`config.mk`:
```
export PLATFORM = sky130hd
export DESIGN_NAME = accel_power_irq_format_regs
export DESIGN_NICKNAME = d
export VERILOG_FILES = /design/src/logic/accel_regs_pkg.sv /design/src/logic/accel_power_irq_format_regs.sv
export SDC_FILE = /design/constraint.sdc
export NUM_CORES = 1
export LEC_CHECK = 0
export BUFFER_PORTS_ARGS = -buffer_cell sky130_fd_sc_hd__buf_2
export CAP_MARGIN = 20
export CORE_UTILIZATION = 40
export CTS_CLUSTER_SIZE = 24
export DETAILED_ROUTE_END_ITERATION = 10
export PLACE_DENSITY_LB_ADDON = 0.2
export SLEW_MARGIN = 10
export SYNTH_ARGS = -nofsm -noshare
export SYNTH_HDL_FRONTEND = slang
export SYNTH_SLANG_ARGS = --single-unit
export TNS_END_PERCENT = 20
```
`constraint.sdc`:
```
create_clock -name hclk -period 6.22 [get_ports hclk]
set_input_delay 0.311 -clock hclk [delete_from_list [all_inputs] [get_ports hclk]]
set_output_delay 0.311 -clock hclk [all_outputs]
set_load 0.005 [all_outputs]
```
`src/logic/accel_regs_pkg.sv`:
```
package accel_regs_pkg;

    // ------------------------------------------------------------
    // register indices (byte address is four times the index)
    // ------------------------------------------------------------
    localparam logic [7:0] IDX_RATE        = 8'h2c;
    localparam logic [7:0] IDX_POWER       = 8'h2d;
    localparam logic [7:0] IDX_IRQ_EN      = 8'h2e;
    localparam logic [7:0] IDX_IRQ_MAP     = 8'h2f;
    localparam logic [7:0] IDX_CAUSE       = 8'h30;
    localparam logic [7:0] IDX_FORMAT      = 8'h31;
    localparam logic [7:0] IDX_AXIS_DATA   = 8'h32;
    localparam logic [7:0] IDX_LINK_STATUS = 8'h40;

    // ------------------------------------------------------------
    // writable-bit masks and reset values
    // ------------------------------------------------------------
    localparam logic [7:0] RATE_MASK   = 8'h1f;
    localparam logic [7:0] POWER_MASK  = 8'h3f;
    localparam logic [7:0] FORMAT_MASK = 8'hef;
    localparam logic [7:0] RATE_RST    = 8'h0a;
    localparam logic [7:0] POWER_RST   = 8'h00;
    localparam logic [7:0] IRQ_EN_RST  = 8'h00;
    localparam logic [7:0] IRQ_MAP_RST = 8'h00;
    localparam logic [7:0] FORMAT_RST  = 8'h00;

    // ------------------------------------------------------------
    // field positions
    // ------------------------------------------------------------
    localparam int RATE_LOWPWR  = 4;
    localparam int PWR_LINK     = 5;
    localparam int PWR_AUTO     = 4;
    localparam int PWR_MEASURE  = 3;
    localparam int PWR_SLEEP    = 2;
    localparam int FMT_SELFTEST = 7;
    localparam int FMT_3WIRE    = 6;
    localparam int FMT_INVERT   = 5;
    localparam int FMT_FULLRES  = 3;
    localparam int FMT_JUSTIFY  = 2;
    localparam int CS_DREADY    = 7;
    localparam int CS_ACT       = 4;
    localparam int CS_INACT     = 3;
    localparam int CS_WMARK     = 1;
    localparam int CS_OVR       = 0;

    // clear masks: data read vs cause read
    localparam logic [7:0] DATA_CLR_MASK  = 8'h82;
    localparam logic [7:0] CAUSE_CLR_MASK = 8'h7c;

    // ------------------------------------------------------------
    // sample formatting and sleep rate
    // ------------------------------------------------------------
    localparam int         RAW_W         = 13;
    localparam logic [3:0] BASE_W        = 4'd10;
    localparam logic [3:0] FULL_W        = 4'd13;
    localparam logic [4:0] OUT_W         = 5'd16;
    localparam logic [3:0] SLEEP_BASE_HZ = 4'd8;
    localparam logic [2:0] HSIZE_WORD    = 3'b010;

    typedef enum logic [0:0] {LNK_WAIT_INACT, LNK_WAIT_ACT} link_state_t;

endpackage

```
`src/logic/accel_power_irq_format_regs.sv`:
```
// Implementation choice: the AHB-Lite interface to the registers.
`timescale 1ns/1ps

// Function
// - low-power bit selects reduced power operation
// - rate field resets to 100 Hz code
// - samples dropped, never stalled, when host busy
// - linked mode alternates inactivity then activity detection
// - unlinked: activity and inactivity run concurrently
// - link plus autosleep sleeps on inactivity, wakes
// - measure bit: standby or measuring; reset standby
// - sleep: no ready, no FIFO, activity only
// - wakeup field picks 8, 4, 2, 1 Hz
// - enables gate only the interrupt output
// - routing bit picks pin; pins OR interrupts
// - ready, watermark cleared by data read; overrun too unless orient mode
// - other cause bits, and overrun in orient mode, cleared by cause read
// - clip samples except in full-resolution 16 g range
// - self-test bit applies test force
// - wiring bit selects three or four wire
// - polarity bit makes pins active low
// - full resolution keeps 4 mg scale
// - justify bit: left aligned or sign extended
// - range field selects 2, 4, 8, 16 g
module accel_power_irq_format_regs
    import accel_regs_pkg::*;
(
    input  wire logic                   hclk,
    input  wire logic                   hresetn,
    input  wire logic                   hsel,
    input  wire logic [31:0]            haddr,
    input  wire logic [1:0]             htrans,
    input  wire logic                   hwrite,
    input  wire logic [2:0]             hsize,
    input  wire logic [31:0]            hwdata,
    input  wire logic                   hready,
    output logic                        hreadyout,
    output logic                        hresp,
    output logic [31:0]                 hrdata,
    input  wire logic                   serial_sclk,
    input  wire logic                   serial_cs_n,
    input  wire logic                   sample_strobe,
    input  wire logic signed [RAW_W-1:0] raw_accel,
    input  wire logic                   act_func_en,
    input  wire logic                   inact_func_en,
    input  wire logic                   orient_mode,
    input  wire logic                   evt_single_tap,
    input  wire logic                   evt_double_tap,
    input  wire logic                   evt_activity,
    input  wire logic                   evt_inactivity,
    input  wire logic                   evt_free_fall,
    input  wire logic                   evt_watermark,
    input  wire logic                   evt_overrun,
    output logic                        irq_pin_a,
    output logic                        irq_pin_b,
    output logic                        low_power_mode,
    output logic [3:0]                  odr_code,
    output logic                        measure_active,
    output logic                        sleep_active,
    output logic [3:0]                  sleep_rate_hz,
    output logic                        act_det_en,
    output logic                        inact_det_en,
    output logic                        fifo_write_en,
    output logic                        self_test_force,
    output logic                        three_wire_mode
);

    // ------------------------------------------------------------
    // helpers
    // ------------------------------------------------------------

    // clip and place one sample as the format register asks
    function automatic logic [15:0] fmt_sample(
        input logic signed [RAW_W-1:0] raw,
        input logic [1:0]              rng,
        input logic                    full,
        input logic                    left
    );
        logic signed [RAW_W-1:0] v;
        logic signed [RAW_W-1:0] hi;
        logic signed [RAW_W-1:0] lo;
        logic [3:0]              w;
        logic [15:0]             ext;
        v   = full ? raw : (raw >>> rng);
        w   = full ? (BASE_W + {2'b00, rng}) : BASE_W;
        hi  = $signed((13'h0001 << (w - 4'd1)) - 13'h0001);
        lo  = -hi - 13'sd1;
        if (w != FULL_W) begin
            if (v > hi) begin
                v = hi;
            end else if (v < lo) begin
                v = lo;
            end
        end
        ext = {{(16 - RAW_W){v[RAW_W-1]}}, v};
        if (left) begin
            ext = ext << (OUT_W - {1'b0, w});
        end
        return ext;
    endfunction

    // reading frequency while asleep
    function automatic logic [3:0] sleep_hz(input logic [1:0] code);
        return SLEEP_BASE_HZ >> code;
    endfunction

    // ------------------------------------------------------------
    // state
    // ------------------------------------------------------------
    logic [7:0]  rate_r;
    logic [7:0]  power_r;
    logic [7:0]  irq_en_r;
    logic [7:0]  irq_map_r;
    logic [7:0]  cause_r;
    logic [7:0]  format_r;
    logic [15:0] sample_r;
    logic [3:0]  drop_cnt_r;
    logic        asleep_r;
    link_state_t lnk_r;
    logic        ph_wr_r;
    logic        ph_rd_r;
    logic        ph_ok_r;
    logic [7:0]  ph_idx_r;
    logic        rd_done_r;
    logic [31:0] hrdata_r;
    logic        pin_a_r;
    logic        pin_b_r;
    logic        sclk_s1_r;
    logic        sclk_s2_r;
    logic        sclk_s3_r;
    logic        csn_s1_r;
    logic        csn_s2_r;
    logic        busy_r;

    logic        wr_fire;
    logic        rd_fire;
    logic        rd_cause;
    logic        rd_data;
    logic        measure;
    logic        link_on;
    logic        linked_both;
    logic        sleep_eff;
    logic        sample_take;
    logic        sample_drop;
    logic        sclk_rise;
    logic        pend_a;
    logic        pend_b;
    logic [7:0]  wbyte;
    logic [7:0]  cause_set;
    logic [7:0]  cause_clr;
    logic [31:0] rd_mux;

    // ------------------------------------------------------------
    // ahb-lite slave
    // ------------------------------------------------------------

    // address phase capture
    always_ff @(posedge hclk or negedge hresetn) begin
        if (!hresetn) begin
            ph_wr_r  <= 1'b0;
            ph_rd_r  <= 1'b0;
            ph_ok_r  <= 1'b0;
            ph_idx_r <= 8'h00;
        end else if (hready) begin
            ph_wr_r  <= hsel && htrans[1] && hwrite;
            ph_rd_r  <= hsel && htrans[1] && !hwrite;
            ph_ok_r  <= (haddr[31:10] == 22'h000000) && (haddr[1:0] == 2'b00) && (hsize == HSIZE_WORD);
            ph_idx_r <= haddr[9:2];
        end
    end

    // reads take one wait state so the data leave a flip-flop
    always_ff @(posedge hclk or negedge hresetn) begin
        if (!hresetn) begin
            rd_done_r <= 1'b0;
        end else begin
            rd_done_r <= ph_rd_r && !rd_done_r;
        end
    end

    assign hreadyout = !(ph_rd_r && !rd_done_r);
    assign hresp     = 1'b0;
    assign hrdata    = hrdata_r;
    assign wr_fire   = ph_wr_r && ph_ok_r;
    assign rd_fire   = ph_rd_r && !rd_done_r && ph_ok_r;
    assign rd_cause  = rd_fire && (ph_idx_r == IDX_CAUSE);
    assign rd_data   = rd_fire && (ph_idx_r == IDX_AXIS_DATA);
    assign wbyte     = hwdata[7:0];

    // read multiplexer; unmapped reads as zero
    always_comb begin
        rd_mux = 32'h00000000;
        case (ph_idx_r)
            IDX_RATE:        rd_mux[7:0]  = rate_r;
            IDX_POWER:       rd_mux[7:0]  = power_r;
            IDX_IRQ_EN:      rd_mux[7:0]  = irq_en_r;
            IDX_IRQ_MAP:     rd_mux[7:0]  = irq_map_r;
            IDX_CAUSE:       rd_mux[7:0]  = cause_r;
            IDX_FORMAT:      rd_mux[7:0]  = format_r;
            IDX_AXIS_DATA:   rd_mux[15:0] = sample_r;
            IDX_LINK_STATUS: rd_mux[7:0]  = {drop_cnt_r, measure, sleep_eff, (lnk_r == LNK_WAIT_ACT), asleep_r};
            default:         rd_mux       = 32'h00000000;
        endcase
    end

    // read data register
    always_ff @(posedge hclk or negedge hresetn) begin
        if (!hresetn) begin
            hrdata_r <= 32'h00000000;
        end else if (ph_rd_r && !rd_done_r) begin
            hrdata_r <= ph_ok_r ? rd_mux : 32'h00000000;
        end
    end

    // writable registers; fixed-zero bits masked off
    always_ff @(posedge hclk or negedge hresetn) begin
        if (!hresetn) begin
            rate_r    <= RATE_RST;
            power_r   <= POWER_RST;
            irq_en_r  <= IRQ_EN_RST;
            irq_map_r <= IRQ_MAP_RST;
            format_r  <= FORMAT_RST;
        end else if (wr_fire) begin
            case (ph_idx_r)
                IDX_RATE:    rate_r    <= wbyte & RATE_MASK;
                IDX_POWER:   power_r   <= wbyte & POWER_MASK;
                IDX_IRQ_EN:  irq_en_r  <= wbyte;
                IDX_IRQ_MAP: irq_map_r <= wbyte;
                IDX_FORMAT:  format_r  <= wbyte & FORMAT_MASK;
                default:     ;
            endcase
        end
    end

    // ------------------------------------------------------------
    // serial link watch
    // ------------------------------------------------------------

    // two-stage synchronisers, third stage for edge finding
    // clock stages reset high so an idle-high clock gives no false rise
    always_ff @(posedge hclk or negedge hresetn) begin
        if (!hresetn) begin
            sclk_s1_r <= 1'b1;
            sclk_s2_r <= 1'b1;
            sclk_s3_r <= 1'b1;
            csn_s1_r  <= 1'b1;
            csn_s2_r  <= 1'b1;
        end else begin
            sclk_s1_r <= serial_sclk;
            sclk_s2_r <= sclk_s1_r;
            sclk_s3_r <= sclk_s2_r;
            csn_s1_r  <= serial_cs_n;
            csn_s2_r  <= csn_s1_r;
        end
    end

    assign sclk_rise = sclk_s2_r && !sclk_s3_r;

    // transfer in progress from first rising clock edge until deselect
    always_ff @(posedge hclk or negedge hresetn) begin
        if (!hresetn) begin
            busy_r <= 1'b0;
        end else if (csn_s2_r) begin
            busy_r <= 1'b0;
        end else if (sclk_rise) begin
            busy_r <= 1'b1;
        end
    end

    // ------------------------------------------------------------
    // power state and detection sequencing
    // ------------------------------------------------------------
    assign measure     = power_r[PWR_MEASURE];
    assign link_on     = power_r[PWR_LINK];
    assign linked_both = link_on && act_func_en && inact_func_en;
    assign sleep_eff   = power_r[PWR_SLEEP] || asleep_r;

    // linked mode alternates; restarts on inactivity watch
    always_ff @(posedge hclk or negedge hresetn) begin
        if (!hresetn) begin
            lnk_r <= LNK_WAIT_INACT;
        end else begin
            case (lnk_r)
                LNK_WAIT_INACT: begin
                    if (measure && linked_both && evt_inactivity) begin
                        lnk_r <= LNK_WAIT_ACT;
                    end
                end
                LNK_WAIT_ACT: begin
                    if (!measure || !linked_both) begin
                        lnk_r <= LNK_WAIT_INACT;
                    end else if (evt_activity) begin
                        lnk_r <= LNK_WAIT_INACT;
                    end
                end
                default: lnk_r <= LNK_WAIT_INACT;
            endcase
        end
    end

    // autosleep only with link; wake on activity
    always_ff @(posedge hclk or negedge hresetn) begin
        if (!hresetn) begin
            asleep_r <= 1'b0;
        end else if (!measure || !link_on || !power_r[PWR_AUTO]) begin
            asleep_r <= 1'b0;
        end else if (evt_activity && act_det_en) begin
            asleep_r <= 1'b0;
        end else if (evt_inactivity && inact_det_en) begin
            asleep_r <= 1'b1;
        end
    end

    // detection enables toward the detection functions
    assign act_det_en   = measure && act_func_en
                          && (sleep_eff || !linked_both || (lnk_r == LNK_WAIT_ACT));
    assign inact_det_en = measure && inact_func_en && !sleep_eff
                          && (!linked_both || (lnk_r == LNK_WAIT_INACT));

    // control levels toward the sensing core
    assign low_power_mode  = rate_r[RATE_LOWPWR];
    assign odr_code        = rate_r[3:0];
    assign measure_active  = measure;
    assign sleep_active    = sleep_eff;
    assign sleep_rate_hz   = sleep_hz(power_r[1:0]);
    assign fifo_write_en   = measure && !sleep_eff;
    assign self_test_force = format_r[FMT_SELFTEST];
    assign three_wire_mode = format_r[FMT_3WIRE];

    // ------------------------------------------------------------
    // sample capture
    // ------------------------------------------------------------
    assign sample_take = sample_strobe && measure && !busy_r;
    assign sample_drop = sample_strobe && measure && busy_r;

    // output data keep updating in sleep too
    always_ff @(posedge hclk or negedge hresetn) begin
        if (!hresetn) begin
            sample_r <= 16'h0000;
        end else if (sample_take) begin
            sample_r <= fmt_sample(raw_accel, format_r[1:0], format_r[FMT_FULLRES], format_r[FMT_JUSTIFY]);
        end
    end

    // saturating count of discarded samples
    always_ff @(posedge hclk or negedge hresetn) begin
        if (!hresetn) begin
            drop_cnt_r <= 4'h0;
        end else if (sample_drop && (drop_cnt_r != 4'hf)) begin
            drop_cnt_r <= drop_cnt_r + 4'h1;
        end
    end

    // ------------------------------------------------------------
    // interrupt cause, routing and pins
    // ------------------------------------------------------------
    assign cause_set = {sample_take && !sleep_eff,
                        evt_single_tap, evt_double_tap, evt_activity,
                        evt_inactivity, evt_free_fall, evt_watermark, evt_overrun};
    assign cause_clr = (rd_data ? (DATA_CLR_MASK | {7'h00, !orient_mode}) : 8'h00)
                     | (rd_cause ? (CAUSE_CLR_MASK | {7'h00, orient_mode}) : 8'h00);

    // sticky causes, set beats clear, independent of enables
    always_ff @(posedge hclk or negedge hresetn) begin
        if (!hresetn) begin
            cause_r <= 8'h00;
        end else begin
            cause_r <= (cause_r & ~cause_clr) | cause_set;
        end
    end

    assign pend_a = |(cause_r & irq_en_r & ~irq_map_r);
    assign pend_b = |(cause_r & irq_en_r & irq_map_r);

    // pin drivers with selectable polarity
    always_ff @(posedge hclk or negedge hresetn) begin
        if (!hresetn) begin
            pin_a_r <= 1'b0;
            pin_b_r <= 1'b0;
        end else begin
            pin_a_r <= pend_a ^ format_r[FMT_INVERT];
            pin_b_r <= pend_b ^ format_r[FMT_INVERT];
        end
    end

    assign irq_pin_a = pin_a_r;
    assign irq_pin_b = pin_b_r;
endmodule

```
# Word level (Yosys, flattened, before mapping)
# Cells that the tools add are included.
# word_totals
register_bits,116
latchBits,0
ram_bits,0
romBits,0
in_bits,100
output_inout_bits,52
word_cells,137
n_memories,0
# classes
addsub,7
mul,0
div,0
order_cmp,2
eq_ne,11
shifts,4
mux,21
bitwise_logic,11
n_reduce_logical,57
# op_table
operator,n
$mux 13,5
$pmux 8 s8,1
$eq 8x6->1 const B,7
$and 8x8->8,4
$mux 16,2
$logic_and 1x1->1,28
$logic_not 22->1,1
$mux 8,2
$not 8->8,2
$reduce_or 8->1,2
$shl 16x5->16,1
$gt 13x13->1,1
$lt 13x13->1,1
$neg 13->13,1
$shl 1x4->13 const A,1
$sshr 13x2->13,1
$sub 13x1->13 const B,1
$sub 13x2->13 const B,1
$logic_not 1->1,11
$reduce_and 2->1,5
$eq 8x7->1 const B,1
$mux 1,8
$ne 4x4->1 const B,2
$or 8x7->8,1
16 further kinds,23

# Depth between registers and ports, before layout
# logic_depth
ltp_word,14
mapped_depth,21
ltp_nobuf,16

# Worst setup path after synthesis
# No wires, ideal clock.
# synth_path
kind,register to register
start,register format_r[0]
end,register sample_r[12]
setup_ps,137
t_arrival_ps,4635
required_time_ps,6083
slack_ps,1447
path_stages_with_launch,18
path_buffers,3
synth_period_minus_slack_ps,4773
path_cell_list,dfrtp_1 > buf_2 > and2_1 > clkbuf_1 > clkinv_1 > clkbuf_1 > ha_1 > or4_1 > o22ai_2 > ha_1 > nor4_2 > and4_2 > nor3_1 > a21boi_2 > a211o_1 > a31o_1 > a2111oi_1 > a21oi_1
# synth_between
elab_chain_len,14
word_cells_on_any_way,19
cone_classes,add/sub (6); order compare (2); eq/ne (1); shift (3); mux (7)
# synth_rtl
item,line,text
from (decl),accel_power_irq_format_regs.sv:115,logic [7:0] format_r;
from (signal assigned),accel_power_irq_format_regs.sv:229,IDX_FORMAT: format_r <= wbyte & FORMAT_MASK;
$add 4x2->4,accel_power_irq_format_regs.sv:85,"w = full ? (BASE_W + {2'b00, rng}) : BASE_W;"
$mux 4,accel_power_irq_format_regs.sv:85,
$sub 4x1->4,accel_power_irq_format_regs.sv:86,hi = $signed((13'h0001 << (w - 4'd1)) - 13'h0001);
$shl 1x4->13,accel_power_irq_format_regs.sv:86,
$sub 13x1->13,accel_power_irq_format_regs.sv:86,
$neg 13->13,accel_power_irq_format_regs.sv:87,lo = -hi - 13'sd1;
$sub 13x2->13,accel_power_irq_format_regs.sv:87,
$lt 13x13->1,accel_power_irq_format_regs.sv:91,end else if (v < lo) begin
$mux 13,accel_power_irq_format_regs.sv:91,
$mux 13,accel_power_irq_format_regs.sv:89,if (v > hi) begin
$mux 13,accel_power_irq_format_regs.sv:88,if (w != FULL_W) begin
$mux 13,accel_power_irq_format_regs.sv:340,end else if (sample_take) begin
$shl 16x5->16,accel_power_irq_format_regs.sv:97,"ext = ext << (OUT_W - {1'b0, w});"
$mux 16 *,accel_power_irq_format_regs.sv:96,if (left) begin
to (signal assigned),accel_power_irq_format_regs.sv:341,"sample_r <= fmt_sample(raw_accel, format_r[1:0], format_r[FMT_FULLRES], format_r[FMT_JUSTIFY]);"
to (decl),accel_power_irq_format_regs.sv:116,logic [15:0] sample_r;
# Mark *: on every way between the ends. The rest lies on a longest branch, timed or not. The select of a mux whose other input is x is not followed.
# A chain may end at the register's enable or synchronous reset.

# Worst setup path in the final report
# layout_path
start,register format_r[3]
end,register sample_r[12]
# layout_between
elab_chain_len,13
word_cells_on_any_way,17
cone_classes,add/sub (5); order compare (2); eq/ne (1); shift (2); mux (7)
# layout_rtl
item,line
$mux 4,accel_power_irq_format_regs.sv:85
$sub 4x1->4,accel_power_irq_format_regs.sv:86
$shl 1x4->13,accel_power_irq_format_regs.sv:86
$sub 13x1->13,accel_power_irq_format_regs.sv:86
$neg 13->13,accel_power_irq_format_regs.sv:87
$sub 13x2->13,accel_power_irq_format_regs.sv:87
$lt 13x13->1,accel_power_irq_format_regs.sv:91
$mux 13,accel_power_irq_format_regs.sv:91
$mux 13,accel_power_irq_format_regs.sv:89
$mux 13,accel_power_irq_format_regs.sv:88
$mux 13,accel_power_irq_format_regs.sv:340
$shl 16x5->16,accel_power_irq_format_regs.sv:97
$mux 16 *,accel_power_irq_format_regs.sv:96
# Marks and branches as above.

==> run summary <==
The number of cells on the worst reg-to-reg path came out at 15. The internal power was 1.12 mW. The multi-input gate area in the final layout came out at 0.00444 mm^2.

Across the run, the number of max-cap violations was 0. The final layout contains routed wiring with a total length of 21.4 mm. For the final-report max-slew violation count, the log shows 0. The H-tree depth came out at 3.

Global routing used 23.1% of the available tracks across all layers. At the worst endpoint, the required time is 6440 ps. The run gives 456 uW as the switching power. The final-layout setup total negative slack was 0 ps; the distinct cell type count after synthesis was 88. STA classifies the critical path endpoint as a flop. The core region area is 0.0175 mm^2. The post-route netlist has 26.9% of its cells at a drive strength greater than 1. The net count reported at finish was 991. Total power per unit cell area: 191 mW/mm^2. For this design the static power due to leakage is 3.60 nW. The total of warnings raised by yosys was 0.

The number of vias in the routed layout was 6,484; the number of placed I/O pins was 152. The worst setup path is of the reg -> reg kind. The relative slew slack was 31.3%; the largest driver fanout on the critical path was 17.

The logs give 0.00728 mm^2 for the post-synth design cell area and 5480 ps for the critical path data arrival time. The post-route fraction of the period consumed by the critical path came out at 84.6%. The startpoint identified for the worst register-to-register timing path is format_r[3]. In the routed layout, each cell is associated on average with a via count of 5.97. The combinational group share of total power is 16.3%. The number of gates resized after cts is 0, and the first-pass iteration count of the detailed router is 6.

For the number of antenna diodes, the log shows 0. The placement row count is 48. VDD sags by at most 0.185 mV.

The layout overhead on the synthesized area was 13.7%; the total overflow reported by the global router was 0. After detailed routing, the average wire length per cell comes to 19.7 um. TritonCTS built the clock tree. The share of async-settable or async-resettable flops after synthesis is 100%, and the post-synthesis average cell area is 9.55 um^2.

The tools report the via count of the first global-routing pass as 5,935. Measured along the y axis, the die boundary spans 137 um. The tightest min-delay check is of the in -> reg type.

The run gives 34.5% as the fraction of the yosys area taken by sequential cells. The detailed-placement wirelength estimate was 16.5 mm. The number of instances on the worst hold path came out at 1. After the first detailed-routing iteration, the DRC count stood at 551.

After synthesis the netlist holds a flip-flop and latch count of 100. The initial antenna violation count is 0, and the initial core utilization is 41.5%. Number of hold-slack violations in the final timing report: 0. Clock tree root driver cell: clkbuf_16. For this run, design rule violations remaining after detail routing come to 0. No sink is reached through more buffers than the 2 on the longest clock path. The wire length of the first global-routing pass came out at 32.9 mm. Measured on the finished design, the core utilization comes to 47.2%.

Sequential cells account for 46.6% of the total power. TritonCTS created 9 clock buffers. Beginning of the worst hold path: serial_cs_n.

The worst register-to-register path ends at sample_r[12]. The leading register cell type out of synthesis is dfrtp_1. Counting the fill cells in the layout gives 1,720. The measured slew at the worst slew-check pin is 1030 ps, and the final-report setup violation count is 0. The run finished with clean final reports. The tools report the minimum setup slack among reg-to-reg paths as 960 ps. The floorplan step defined a die boundary enclosing 0.0187 mm^2. For the routability-driven placement congestion ratio, the log shows 0.907.

Port buffering added 109 buffers. In this run, the clock network consumes 37.1% of the power. STA classifies the critical path startpoint as a flop. Yosys mapped a number of flops with a built-in enable equal to 0. The logs give 762 for the number of standard cells after synthesis and 100 for the clock net sink count. Entering global routing, the biggest net connects 78 pins. Across the whole layout, storage elements account for 0.00251 mm^2. In this run the remaining antenna-violating nets after routing total 0. The switching share of power works out to 28.9%. Setup repair after global routing left no endpoint under its margin. The time the final worst path needs with I/O delays and setup was 5260 ps.

The worst hold path endpoint was csn_s1_r. The clock-pin transition on the worst setup and hold timing paths is 70 ps. Based on the critical path, the design can be clocked at up to 190 MHz. The clock skew after layout is 12.3 ps, and the die outline width is 137 um. The clock latency of the later-clocked register in the worst-skew pair is 360 ps.
## layout by cell type, fill, tap and decap left out, types with 4 or more instances in the layout
| cell type | Yosys | routed |
|---|---|---|
| o21ai_0 | 36 | 36 |
| a22o_1 | 20 | 20 |
| a21oi_1 | 24 | 24 |
| o22ai_1 | 9 | 9 |
| nand4_1 | 14 | 14 |
| a311oi_1 | 4 | 4 |
| o211ai_1 | 14 | 14 |
| nor2_1 | 42 | 42 |
| nand3_1 | 26 | 26 |
| a22oi_1 | 13 | 13 |
| o21ai_1 | 6 | 6 |
| inv_1 | 22 | 22 |
| and3_1 | 7 | 7 |
| mux4_2 | 9 | 9 |
| mux2i_1 | 19 | 19 |
| dfstp_2 | 7 | 7 |
| mux2_2 | 56 | 56 |
| dfrtp_1 | 93 | 93 |
| a21o_1 | 8 | 8 |
| buf_4 | 17 | 10 |
| nand2_1 | 56 | 56 |
| o221ai_1 | 4 | 4 |
| clkbuf_16 | 0 | 9 |
| ha_1 | 34 | 34 |
| o31ai_1 | 5 | 5 |
| nand2b_1 | 5 | 5 |
| o2111ai_1 | 6 | 6 |
| and2_1 | 7 | 7 |
| nor4_1 | 9 | 9 |
| conb_1 | 2 | 27 |
| nor4b_1 | 4 | 4 |
| nor3_1 | 17 | 17 |
| a211oi_1 | 12 | 12 |
| buf_2 | 9 | 108 |
| o311ai_0 | 5 | 5 |
| nor2b_1 | 13 | 13 |
| a31oi_1 | 14 | 14 |
| xnor2_1 | 6 | 6 |
## cells by family after synthesis
logic type	Yosys count	synth area share, %
buf+inv	87	5.73
fa+ha+maj	34	5.85
xor+xnor	8	0.963
mux	84	14.1
flops	100	34.5
simple gates	220	15.6
compound gates	227	23.2
other cells	2	0.103
## state kept, by name, summed over array words and instances (netlist names), 4 cells and up
signal,cells
irq_map_r,8
ph_idx_r,8
format_r,7
power_r,6
hrdata,16
rate_r,5
drop_cnt_r,4
cause_r,8
irq_en_r,8
sample_r,16
## final cells by class
| cell class | count | share of cell area (%) |
|---|---|---|
| Sequential cell | 100 | 30.3 |
| Clock inverter | 7 | 1.06 |
| Timing Repair Buffer | 119 | 7.56 |
| Multi-Input combinational cell | 600 | 53.7 |
| Clock buffer | 9 | 2.72 |
| Tap cell | 225 | 3.40 |
| Inverter | 27 | 1.22 |
## layer usage
metal | track usage [%] | routed length [um] | up-vias
li1 | - | - | 3062
met4 | 6.90 | 433 | 0
met3 | 3.04 | 1350 | 37
met1 | 32.9 | 9990 | 3118
met2 | 36.4 | 9630 | 267
met5 | 0 | 0 | -
## worst max-delay path: stages, from the launching register on
cell,delay (ps)
dfrtp_1,510
and2_1,260
clkinv_1,220
ha_1,300
nand3b_1,190
and3_1,240
xnor2_1,310
ha_1,350
nor4b_1,670
and4_2,480
nor3_1,120
a21boi_2,300
a211oi_1,540
nor3_1,100
a2111oi_1,420
a21oi_1,110
## power by group through the flow
stage	Combinational, mW	Sequential, mW	Clock, mW
after floorplan	0.179	0.726	0
after global placement	0.250	0.746	0
after detailed placement	0.252	0.746	0
after CTS	0.254	0.735	0.602
after global routing	0.288	0.742	0.624
final	0.258	0.736	0.586
## cell usage after synthesis, drive strengths merged, types with 8 or more instances
library cell  number  area, um^2
o211ai            14         105
nand2             56         210
a21oi             26         145
a211oi            14         115
mux4               9         203
and2              10        62.6
mux2              56         631
inv               25        93.8
o21ai             44         228
nor4              10        68.8
buf               29         199
nand3             26         130
dfrtp             93        2330
clkbuf            31         116
mux2i             19         190
nor3              17        85.1
a31oi             14        87.6
nor2              42         158
a22oi             13        97.6
a22o              20         175
nor2b             13        81.3
ha                34         425
a21o               8        60.1
nand4             16         113
o22ai             10        68.8
## per-stage QoR
step	hold WS (ps)	instances	power, mW	instance area, um^2	setup WS (ps)
after floorplan	15.4	787	0.906	7370	1450
after global placement	236	1070	0.996	7950	1080
after detailed placement	235	1070	0.999	7950	1040
after CTS	47.9	1087	1.59	8270	1020
after global routing	54.1	1087	1.65	8270	560
final	60.6	1087	1.58	8270	960
## worst max-delay path by stage
stage,endpoint,cells past startpoint,from,slack [ps]
final,sample_r[12],15,format_r[3],960
after global placement,sample_r[12],14,format_r[3],1080
after floorplan,sample_r[12],17,format_r[0],1450
after detailed placement,sample_r[12],14,format_r[3],1040
after CTS,sample_r[12],14,format_r[3],1020
after global routing,sample_r[12],14,format_r[3],560
## repair_timing
| item | 4_1_cts | 5_1_grt |
|---|---|---|
| buffers inserted | 0 | 0 |
| hold buffers | 1 | 0 |
| hold endpoints to repair | 20 | 0 |
No activity file was read; power rests on OpenSTA's default activity.
